$ cat src/shared/gcps_pkg.sv
// Purpose: constants for the global config and pin select block
// Assumes: registers sit at word index times four on APB
// Notes: wait-state decode shared by the DMA and I/O fields
package gcps_pkg;

  // Register indexes, byte address is four times the index
  localparam logic [7:0] GC1_IDX = 8'h21;
  localparam logic [7:0] PS2_IDX = 8'h22;

  // Field positions in global_config_one
  localparam int GC1_LOCK_BIT  = 7;
  localparam int GC1_PIRQ_BIT  = 6;
  localparam int GC1_DMA_LSB   = 4;
  localparam int GC1_IO_LSB    = 2;
  localparam int GC1_SWRST_BIT = 1;
  localparam int GC1_GEN_BIT   = 0;
  localparam int WS_W          = 2;

  // Field positions in pin_select_two
  localparam int PS2_PIN1_LSB  = 0;
  localparam int PS2_SINGLE_LSB = 2;

  // Reset values
  localparam logic [7:0] GC1_RESET = 8'h11;
  localparam logic [7:0] PS2_RESET = 8'h00;

  // Wait-state codes and counts
  localparam logic [1:0] WS_CODE_0 = 2'h0;
  localparam logic [1:0] WS_CODE_1 = 2'h1;
  localparam logic [1:0] WS_CODE_2 = 2'h2;
  localparam logic [1:0] WS_CODE_3 = 2'h3;
  localparam logic [3:0] WS_NONE   = 4'h0;
  localparam logic [3:0] WS_TWO    = 4'h2;
  localparam logic [3:0] WS_SIX    = 4'h6;
  localparam logic [3:0] WS_TWELVE = 4'hc;

  // Pin 1 function codes
  localparam logic [1:0] PIN1_GPIO = 2'h0;
  localparam logic [1:0] PIN1_FAN2 = 2'h1;
  localparam logic [1:0] PIN1_HOOD = 2'h2;

  // Code to wait-state count
  function automatic logic [3:0] gcps_ws_count(input logic [1:0] code);
    logic [3:0] n;
    n = WS_NONE;
    case (code)
      WS_CODE_1: n = WS_TWO;
      WS_CODE_2: n = WS_SIX;
      WS_CODE_3: n = WS_TWELVE;
      default:   n = WS_NONE;
    endcase
    return n;
  endfunction

endpackage

$ cat src/design/gcps_pin_mux.sv
// Purpose: registered mux of seven pads between GPIO and alt functions
// Assumes: all inputs synchronous to core_clk
// Notes: index 6..1 are pins 7..2, index 0 is pin 1
`timescale 1ns/1ps
module gcps_pin_mux
  import gcps_pkg::*;
(
  // Clock and reset
  input  wire logic       core_clk,
  input  wire logic       rst,
  // Selection
  input  wire logic [7:0] pin_sel,
  // Pads
  input  wire logic [6:0] pad_in,
  output logic      [6:0] pad_out,
  output logic      [6:0] pad_oe,
  // GPIO side
  input  wire logic [6:0] gp_out,
  input  wire logic [6:0] gp_oe,
  output logic      [6:0] gp_in,
  // Alternate side for pins 7..2
  input  wire logic [6:1] alt_out,
  input  wire logic [6:1] alt_oe,
  output logic      [6:1] alt_in,
  // Alternate outputs for pin 1
  input  wire logic       fan2_out,
  input  wire logic       hood_out
);

  // Pins 7..2: one select bit each
  genvar i;
  generate
    for (i = 1; i <= 6; i++)
    begin : g_pin
      localparam int SB = i - 1 + PS2_SINGLE_LSB;
      always_ff @(posedge core_clk)
      begin
        if (rst)
        begin
          pad_out[i] <= 1'b0;
          pad_oe[i]  <= 1'b0;
          gp_in[i]   <= 1'b0;
          alt_in[i]  <= 1'b0;
        end
        else
        begin
          pad_out[i] <= pin_sel[SB] ? alt_out[i] : gp_out[i];
          pad_oe[i]  <= pin_sel[SB] ? alt_oe[i] : gp_oe[i];
          gp_in[i]   <= pin_sel[SB] ? 1'b0 : pad_in[i];
          alt_in[i]  <= pin_sel[SB] ? pad_in[i] : 1'b0;
        end
      end
      a_pin_route: assert property (@(posedge core_clk) disable iff (rst)
        pin_sel[SB] |=> pad_out[i] == $past(alt_out[i]))
        else $error("pad not driven by alternate function");
    end
  endgenerate

  // Pin 1: reserved code leaves the pad undriven
  always_ff @(posedge core_clk)
  begin
    if (rst)
    begin
      pad_out[0] <= 1'b0;
      pad_oe[0]  <= 1'b0;
      gp_in[0]   <= 1'b0;
    end
    else
    begin
      case (pin_sel[PS2_PIN1_LSB +: 2])
        PIN1_GPIO:
        begin
          pad_out[0] <= gp_out[0];
          pad_oe[0]  <= gp_oe[0];
        end
        PIN1_FAN2:
        begin
          pad_out[0] <= fan2_out;
          pad_oe[0]  <= 1'b1;
        end
        PIN1_HOOD:
        begin
          pad_out[0] <= hood_out;
          pad_oe[0]  <= 1'b1;
        end
        default:
        begin
          pad_out[0] <= 1'b0;
          pad_oe[0]  <= 1'b0;
        end
      endcase
      gp_in[0] <= (pin_sel[PS2_PIN1_LSB +: 2] == PIN1_GPIO) & pad_in[0];
    end
  end

endmodule // gcps_pin_mux

$ cat src/design/gcps_top.sv
// Purpose: global config register and pin select register behind APB
// Assumes: APB master, one clock, synchronous active-high reset
// Notes: registers answer with zero wait states
//
// Notes on behaviour
// - Lock bit, once set, cannot be cleared by software; reset only.
// - Lock set makes all pin-function select bits read-only.
// - Bit 6 routes upper pin group to parallel interrupt inputs.
// - DMA wait states: 01 two, 10 six, 11 twelve, 00 reserved.
// - I/O wait states: 00 zero, 01 two, 10 six, 11 twelve.
// - Software reset bit reads zero; writing zero does nothing.
// - Writing one resets logical devices and wake-up unit, not lock.
// - Global enable low disables all devices except wake-up unit.
// - Global enable high: each device follows its own activate bit.
// - Bit 7 picks gp_port_05 or kbc_port_line_17 for its pin.
// - Bit 6 picks gp_port_04 or kbc_port_line_12 for its pin.
// - Bit 5 picks gp_port_03 or fan_pwm_out_0 for its pin.
// - Bit 4 picks gp_port_02 or fan_tach_in_0 for its pin.
// - Bit 3 picks gp_port_01 or fan_pwm_out_1 for its pin.
// - Bit 2 picks gp_port_00 or fan_tach_in_1 for its pin.
// - Bits 1-0: gp_port_34, fan_pwm_out_2, hood lock, reserved.
// - Each bit acts by its access type on writes.
`timescale 1ns/1ps
module gcps_top
  import gcps_pkg::*;
#(
  parameter int ADDR_W = 12,
  parameter int N_DEV  = 8
)
(
  // Clock and reset
  input  wire logic              core_clk,
  input  wire logic              rst,
  // APB slave
  input  wire logic              psel,
  input  wire logic              penable,
  input  wire logic              pwrite,
  input  wire logic [ADDR_W-1:0] paddr,
  input  wire logic [31:0]       pwdata,
  input  wire logic [3:0]        pstrb,
  output logic      [31:0]       prdata,
  output logic                   pready,
  output logic                   pslverr,
  // Device control
  input  wire logic [N_DEV-1:0]  dev_activate,
  output logic      [N_DEV-1:0]  dev_enable,
  output logic                   dev_soft_reset,
  output logic                   wake_unit_reset,
  output logic                   pirq_route,
  output logic                   pin_sel_lock,
  output logic      [3:0]        dma_wait_count,
  output logic      [3:0]        io_wait_count,
  // Pads, index 6..1 pins 7..2, index 0 pin 1
  input  wire logic [6:0]        pad_in,
  output logic      [6:0]        pad_out,
  output logic      [6:0]        pad_oe,
  // GPIO side, same indexing
  input  wire logic [6:0]        gp_out,
  input  wire logic [6:0]        gp_oe,
  output logic      [6:0]        gp_in,
  // Keyboard controller lines
  input  wire logic              kbc_port_line_17_out,
  input  wire logic              kbc_port_line_17_oe,
  output logic                   kbc_port_line_17_in,
  input  wire logic              kbc_port_line_12_out,
  input  wire logic              kbc_port_line_12_oe,
  output logic                   kbc_port_line_12_in,
  // Fan and hood functions
  input  wire logic              fan_pwm_out_0,
  input  wire logic              fan_pwm_out_1,
  input  wire logic              fan_pwm_out_2,
  input  wire logic              chassis_hood_lock_out,
  output logic                   fan_tach_in_0,
  output logic                   fan_tach_in_1
);

  // Register fields
  logic             lock_r;
  logic             pirq_r;
  logic [WS_W-1:0]  dma_r;
  logic [WS_W-1:0]  io_r;
  logic             gen_r;
  logic [7:0]       ps2_r;
  logic             hit1_r;
  logic             hit2_r;
  logic             setup;
  logic             wr_ok;
  logic             wr1;
  logic             wr2;
  logic [7:0]       gc1_rd;
  logic [6:1]       alt_out;
  logic [6:1]       alt_oe;
  logic [6:1]       alt_in;

  // Word address match, index times four
  function automatic logic reg_hit(input logic [ADDR_W-1:0] a,
                                   input logic [7:0] idx);
    return a == ADDR_W'({idx, 2'b00});
  endfunction

  // Bus phase decode
  assign setup = psel & ~penable;
  assign wr_ok = psel & penable & pready & pwrite & pstrb[0] & ~pslverr;
  assign wr1   = wr_ok & hit1_r;
  assign wr2   = wr_ok & hit2_r;

  // Software reset field always reads as zero
  assign gc1_rd = {lock_r, pirq_r, dma_r, io_r, 1'b0, gen_r};

  // APB answer: decode in setup, ready in first access cycle
  always_ff @(posedge core_clk)
  begin
    if (rst)
    begin
      pready  <= 1'b0;
      pslverr <= 1'b0;
      prdata  <= 32'h0000_0000;
      hit1_r  <= 1'b0;
      hit2_r  <= 1'b0;
    end
    else
    begin
      pready  <= setup;
      hit1_r  <= setup & reg_hit(paddr, GC1_IDX);
      hit2_r  <= setup & reg_hit(paddr, PS2_IDX);
      pslverr <= setup & ~reg_hit(paddr, GC1_IDX)
                       & ~reg_hit(paddr, PS2_IDX);
      if (setup && reg_hit(paddr, GC1_IDX))
        prdata <= {24'h00_0000, gc1_rd};
      else if (setup && reg_hit(paddr, PS2_IDX))
        prdata <= {24'h00_0000, ps2_r};
      else
        prdata <= 32'h0000_0000;
    end
  end

  // Lock is set-only; software has no clear path
  always_ff @(posedge core_clk)
  begin
    if (rst)
      lock_r <= GC1_RESET[GC1_LOCK_BIT];
    else if (wr1 && pwdata[GC1_LOCK_BIT])
      lock_r <= 1'b1;
  end

  // Pin-group select in config one, frozen by lock
  always_ff @(posedge core_clk)
  begin
    if (rst)
      pirq_r <= GC1_RESET[GC1_PIRQ_BIT];
    else if (wr1 && !lock_r)
      pirq_r <= pwdata[GC1_PIRQ_BIT];
  end

  // Wait-state fields; a reserved DMA code keeps the old value
  always_ff @(posedge core_clk)
  begin
    if (rst)
    begin
      dma_r <= GC1_RESET[GC1_DMA_LSB +: WS_W];
      io_r  <= GC1_RESET[GC1_IO_LSB +: WS_W];
    end
    else if (wr1)
    begin
      if (pwdata[GC1_DMA_LSB +: WS_W] != WS_CODE_0)
        dma_r <= pwdata[GC1_DMA_LSB +: WS_W];
      io_r <= pwdata[GC1_IO_LSB +: WS_W];
    end
  end

  // Global enable updates even when locked
  always_ff @(posedge core_clk)
  begin
    if (rst)
      gen_r <= GC1_RESET[GC1_GEN_BIT];
    else if (wr1)
      gen_r <= pwdata[GC1_GEN_BIT];
  end

  // Pin select two, whole register is pin selection
  always_ff @(posedge core_clk)
  begin
    if (rst)
      ps2_r <= PS2_RESET;
    else if (wr2 && !lock_r)
      ps2_r <= pwdata[7:0];
  end

  // Soft reset pulses; lock and config fields are untouched
  always_ff @(posedge core_clk)
  begin
    if (rst)
    begin
      dev_soft_reset  <= 1'b0;
      wake_unit_reset <= 1'b0;
    end
    else
    begin
      dev_soft_reset  <= wr1 & pwdata[GC1_SWRST_BIT];
      wake_unit_reset <= wr1 & pwdata[GC1_SWRST_BIT];
    end
  end

  // Decoded outputs, one cycle behind the fields
  always_ff @(posedge core_clk)
  begin
    if (rst)
    begin
      dev_enable     <= '0;
      dma_wait_count <= WS_NONE;
      io_wait_count  <= WS_NONE;
      pirq_route     <= 1'b0;
      pin_sel_lock   <= 1'b0;
    end
    else
    begin
      // Wake-up unit takes no enable from here, so it keeps running
      dev_enable     <= gen_r ? dev_activate : '0;
      dma_wait_count <= gcps_ws_count(dma_r);
      io_wait_count  <= gcps_ws_count(io_r);
      pirq_route     <= pirq_r;
      pin_sel_lock   <= lock_r;
    end
  end

  // Alternate function wiring; PWM always drives, tach never does
  assign alt_out = {kbc_port_line_17_out, kbc_port_line_12_out,
                    fan_pwm_out_0, 1'b0, fan_pwm_out_1, 1'b0};
  assign alt_oe  = {kbc_port_line_17_oe, kbc_port_line_12_oe,
                    1'b1, 1'b0, 1'b1, 1'b0};
  assign kbc_port_line_17_in = alt_in[6];
  assign kbc_port_line_12_in = alt_in[5];
  assign fan_tach_in_0       = alt_in[3];
  assign fan_tach_in_1       = alt_in[1];

  // Pad multiplexer, registered
  gcps_pin_mux u_mux (
    .core_clk (core_clk),
    .rst      (rst),
    .pin_sel  (ps2_r),
    .pad_in   (pad_in),
    .pad_out  (pad_out),
    .pad_oe   (pad_oe),
    .gp_out   (gp_out),
    .gp_oe    (gp_oe),
    .gp_in    (gp_in),
    .alt_out  (alt_out),
    .alt_oe   (alt_oe),
    .alt_in   (alt_in),
    .fan2_out (fan_pwm_out_2),
    .hood_out (chassis_hood_lock_out)
  );

  // Checks
  a_lock_sticky: assert property (@(posedge core_clk) disable iff (rst)
    lock_r |=> lock_r && pin_sel_lock)
    else $error("lock bit cleared without reset");

  a_lock_freeze: assert property (@(posedge core_clk) disable iff (rst)
    lock_r && wr2 |=> $stable(ps2_r) ##1 $stable(ps2_r))
    else $error("pin select changed while locked");

  a_lock_partial: assert property (@(posedge core_clk) disable iff (rst)
    lock_r && wr1 |=> $stable(pirq_r)
                      && gen_r == $past(pwdata[GC1_GEN_BIT]))
    else $error("locked write handled wrongly");

  a_pirq_route: assert property (@(posedge core_clk) disable iff (rst)
    wr1 && !lock_r |-> ##2 pirq_route == $past(pwdata[GC1_PIRQ_BIT], 2))
    else $error("pin group route not updated");

  a_dma_count: assert property (@(posedge core_clk) disable iff (rst)
    dma_r == WS_CODE_3 |=> dma_wait_count == WS_TWELVE)
    else $error("dma wait count wrong");

  a_dma_legal: assert property (@(posedge core_clk) disable iff (rst)
    dma_r != WS_CODE_0)
    else $error("reserved dma code stored");

  a_io_count: assert property (@(posedge core_clk) disable iff (rst)
    io_r == WS_CODE_1 |=> io_wait_count == WS_TWO)
    else $error("io wait count wrong");

  a_swrst_read: assert property (@(posedge core_clk) disable iff (rst)
    pready && hit1_r |-> !prdata[GC1_SWRST_BIT])
    else $error("soft reset bit read as one");

  a_swrst_pulse: assert property (@(posedge core_clk) disable iff (rst)
    wr1 && pwdata[GC1_SWRST_BIT] |=> dev_soft_reset && wake_unit_reset
      ##1 !dev_soft_reset && $stable(lock_r))
    else $error("soft reset pulse wrong");

  a_global_off: assert property (@(posedge core_clk) disable iff (rst)
    !gen_r |=> dev_enable == '0)
    else $error("device enabled while global enable low");

  a_enable_follow: assert property (@(posedge core_clk) disable iff (rst)
    gen_r |=> dev_enable == $past(dev_activate))
    else $error("device enable not following activate");

  a_reset_load: assert property (@(posedge core_clk) disable iff (rst)
    $past(rst) |-> gc1_rd == GC1_RESET && ps2_r == PS2_RESET)
    else $error("reset values wrong");

  a_unmapped_err: assert property (@(posedge core_clk) disable iff (rst)
    setup && !reg_hit(paddr, GC1_IDX) && !reg_hit(paddr, PS2_IDX)
      |=> pready && pslverr && prdata == 32'h0000_0000)
    else $error("unmapped access not flagged");

endmodule // gcps_top

$ cat config.mk
export PLATFORM = sky130hd
export DESIGN_NAME = gcps_top
export DESIGN_NICKNAME = d
export VERILOG_FILES = /design/src/shared/gcps_pkg.sv /design/src/design/gcps_pin_mux.sv /design/src/design/gcps_top.sv
export SDC_FILE = /design/constraint.sdc
export NUM_CORES = 1
export LEC_CHECK = 0
export BUFFER_PORTS_ARGS = -buffer_cell sky130_fd_sc_hd__buf_2
export CELL_PAD_IN_SITES_DETAIL_PLACEMENT = 1
export CELL_PAD_IN_SITES_GLOBAL_PLACEMENT = 1
export CORE_ASPECT_RATIO = 0.6
export CORE_MARGIN = 1.5
export CORE_UTILIZATION = 31
export CTS_BUF_LIST = sky130_fd_sc_hd__clkbuf_8
export DETAILED_ROUTE_END_ITERATION = 8
export GPL_ROUTABILITY_DRIVEN = 0
export MAX_ROUTING_LAYER = met4
export PLACE_DENSITY_LB_ADDON = 0.05
export SYNTH_ARGS = -nofsm -noshare
export SYNTH_HDL_FRONTEND = slang
export SYNTH_SLANG_ARGS = --single-unit
$ cat constraint.sdc
create_clock -name core_clk -period 2.1 [get_ports core_clk]
set_input_delay 0.525 -clock core_clk [delete_from_list [all_inputs] [get_ports core_clk]]
set_output_delay 0.525 -clock core_clk [all_outputs]
set_load 0.05 [all_outputs]
==> metrics.md <==
| Metric | Value |
|---|---|
| Slew HR | between 60% and 70% |
| Reg2Reg Launch Point | pready |
| Cell Rows | 25 |
| Post-synthesis sequential area ratio | 52.7% |
| Non-Filler Instances | between 400 and 500 |
| Skew-Pair Late Insertion Delay | 0.35 ns |
| Top cell type's share of synthesized area | 52.7% |
| Total number of vias | about 2,100 |
| Post-Route Setup TNS | 0 ns |
| Layout cells sized above 1 | ~38% |
| Final setup fails | 0 |
| Critical Path RT | 2.39 ns |
| First-pass GRT wire length | just under 10,000 um |
| Post-synth EDFFs | 0 |
| Crit path max fanout | 5 |
| PD cells | about 800 nW/um^2 |
| DRT Pass-1 Iters | 4 |
| Yosys top cell by area | dfxtp_1 |
| Worst-Margin Slew | 0.497 ns |
| Min Tclk post-route | 1.54 ns |
| GR Util met3 | a little under 7% |
| Largest net degree at the start of global routing | 52 |
| Syn avg cell area | between 10 and 15 um^2 |
| CTS resizes | 0 |
| Die area | 9030 um^2 |
| Placeable Area | 8040 um^2 |
| Final nets | approximately 470 |
| Crit-path max cell delay | about 0.53 ns |
| Antenna violations before repair | 0 |
| Max-cap violation count | 0 |
| Horiz. Die Dim | between 100 and 150 um |
| Slowest-stage cell, CP | or4_4 |
| Hold buffer count at cts | 0 |
| Antenna Cells | 0 |
| Status | completed |
| Die height | 74.2 um |
| Overall Global Routing Usage | around 15% |
| Mapped Area | ~2600 um^2 |
| Clock slew at reported path FFs | 0.07 ns |
| DR vias/cell | 4.32 |
| Maximum root-to-sink buffer count | 2 |
| Routing usage on met2 | 22.2% |
| Num ports | between 150 and 200 |
| Met1 Use GR | 19.0% |
| HPWL Detailed | about 5000 um |
| Total global routing overflow | 0 |
| WP data arrival | approximately 1.8 ns |
| Yosys warning total | 0 |
| Vias in the first global route | 1,991 |
| # placed instances | ~470 |
| CTS tree | done |
| Residual DRC | 0 |
| Initial core utilization | between 30 and 40% |
| Fin crit share | about three quarters |
| Max frequency | around 0.65 GHz |
| DRT antenna net count | 0 |
| CTS sink count | 69 |
| Yosys reg bits | slightly below 70 |
| Most frequent cells after synthesis | 69 x dfxtp_1, 27 x buf_4, 24 x nor2_1 |
| Crit Path Category | in2reg |
| Worst Setup SP | paddr[9] |
| P_leak | 0.00166 uW |
| Clock H-tree levels | 3 |
| Top-count cell post-synth | dfxtp_1 |
| CP startpoint kind | input port |
| Ys async rst share | 0% |
| Clk_skew | just over 0.005 ns |
| Worst Hold Class | in2reg |
| 1st-iter DRT viols | 54 |
| WL final | between 6000 and 7000 um |
| Worst setup EP type | flip-flop |
| Area growth, synth to finish | 31.0% |
| Syn Inst Count | around 250 |
| HP Start | gp_oe[4] |
| Port bufs | 115 |
| Drt wl/cell | 13.3 um |
| Fin. max-slew vios | 0 |
| Synth unique cells | 42 |
| Synth area leaders | dfxtp_1 53%, buf_4 7.7%, mux2i_1 5.3%, ha_1 3.8%, nor2_1 3.4% |
| Post-synth top flop | dfxtp_1 |
| Utilization after layout | 42.7% |
| Critical path cell sequence | buf_2 -> or4_4 -> nor4_4 -> a22o_1 |
| Post-CTS Setup Bufs | 0 |
| Clock Root Buffer | clkbuf_8 |
| Num CTS Buffers | 9 |
| Final Hold Violating Endpoints | 0 |
| VDD IR max | 300 uV |
| GRT busiest layer | met2 |
| RSZ-0062 raised after global routing | no |
## routing by layer
| layer | wire length, um | vias up |
|---|---|---|
| met2 | 2660 | 91 |
| met3 | 593 | 11 |
| met1 | 3110 | 956 |
| met5 | 0 | - |
| met4 | 102 | 0 |
| li1 | - | 1042 |
## state kept, by name, indices dropped and copies added, names as in the netlist, 2 cells and up
signal,flops
u_mux.gp_in,7
prdata,8
u_mux.pad_oe,7
io_r,2
dma_r,2
dma_wait_count,3
ps2_r,8
dev_enable,8
u_mux.pad_out,7
io_wait_count,3
u_mux.alt_in,4
## final timing paths
kind                     end  cells past startpoint  slack (ns)
min          u_mux.pad_oe[4]                      3        0.37
max reg2reg         ps2_r[2]                      4        0.73
max                prdata[3]                      4        0.56
min reg2reg       pirq_route                      1        0.49
## cell usage in the layout, fill, tap and decap left out, types with 2 or more instances in the layout
cell type,Yosys,routed
ha_1,8,8
nand3_1,3,3
inv_1,7,9
o31ai_1,3,3
conb_1,1,26
buf_2,0,115
and3b_1,4,4
a22oi_1,2,2
o21ai_0,3,3
nor3b_1,4,4
clkbuf_8,0,12
mux2i_1,14,14
nor2b_1,6,6
nor4b_1,3,3
nor2_1,24,24
nand4_1,2,2
nand2b_1,14,14
and2_1,14,14
a21oi_1,4,4
dfxtp_1,69,69
nand2_1,3,3
buf_4,27,7
a22o_1,4,4
nor3_1,5,5
## through the flow
stage / cell area [um^2] / worst slack [ns] / power [uW] / hold WS, ns
finish: 3430 / 0.564 / 2710 / 0.373
global route: 3430 / 0.402 / 2840 / 0.358
CTS: 3430 / 0.570 / 2760 / 0.355
detailed placement: 3260 / 0.195 / 1760 / 0.479
global placement: 3260 / 0.199 / 1760 / 0.479
floorplan: 2710 / 0.467 / 1690 / 0.445
## cells by family (layout without fill, tap and decap cells)
family / count (synthesis) / after routing / share of synthesized area (%)
adder cells (fa/ha/maj): 8 / 8 / 3.82
flip-flops: 69 / 69 / 52.7
AND/OR/NAND/NOR: 94 / 94 / 22.3
other: 1 / 26 / 0.143
buffers and inverters: 40 / 145 / 9.60
multiplexers: 14 / 14 / 5.35
AO/OA/AOI/OAI: 22 / 22 / 6.06
## layout make-up
type / instances / area, um^2
Tap cell: 108 / 135
Multi-Input combinational cell: 164 / 1080
Timing Repair Buffer: 122 / 628
Fill cell: 975 / 4610
Clock buffer: 12 / 165
Inverter: 8 / 30.0
Sequential cell: 69 / 1380
Clock inverter: 3 / 12.5
## report_power, final
| group | internal, uW | leakage, uW | switching [uW] |
|---|---|---|---|
| Combinational | 95.3 | 0.000999 | 288 |
| Clock | 509 | 0.000101 | 471 |
| Sequential | 1340 | 0.000564 | 7.31 |
| Total | 1940 | 0.00166 | 766 |
## worst max-delay path, delay by kind of cell
kind | cells | cell delay, ns
AO/OA/AOI/OAI | 1 | 0.21
AND/OR/NAND/NOR | 2 | 0.98
buffers and inverters | 1 | 0.10
(Power assumes the default switching activity.)
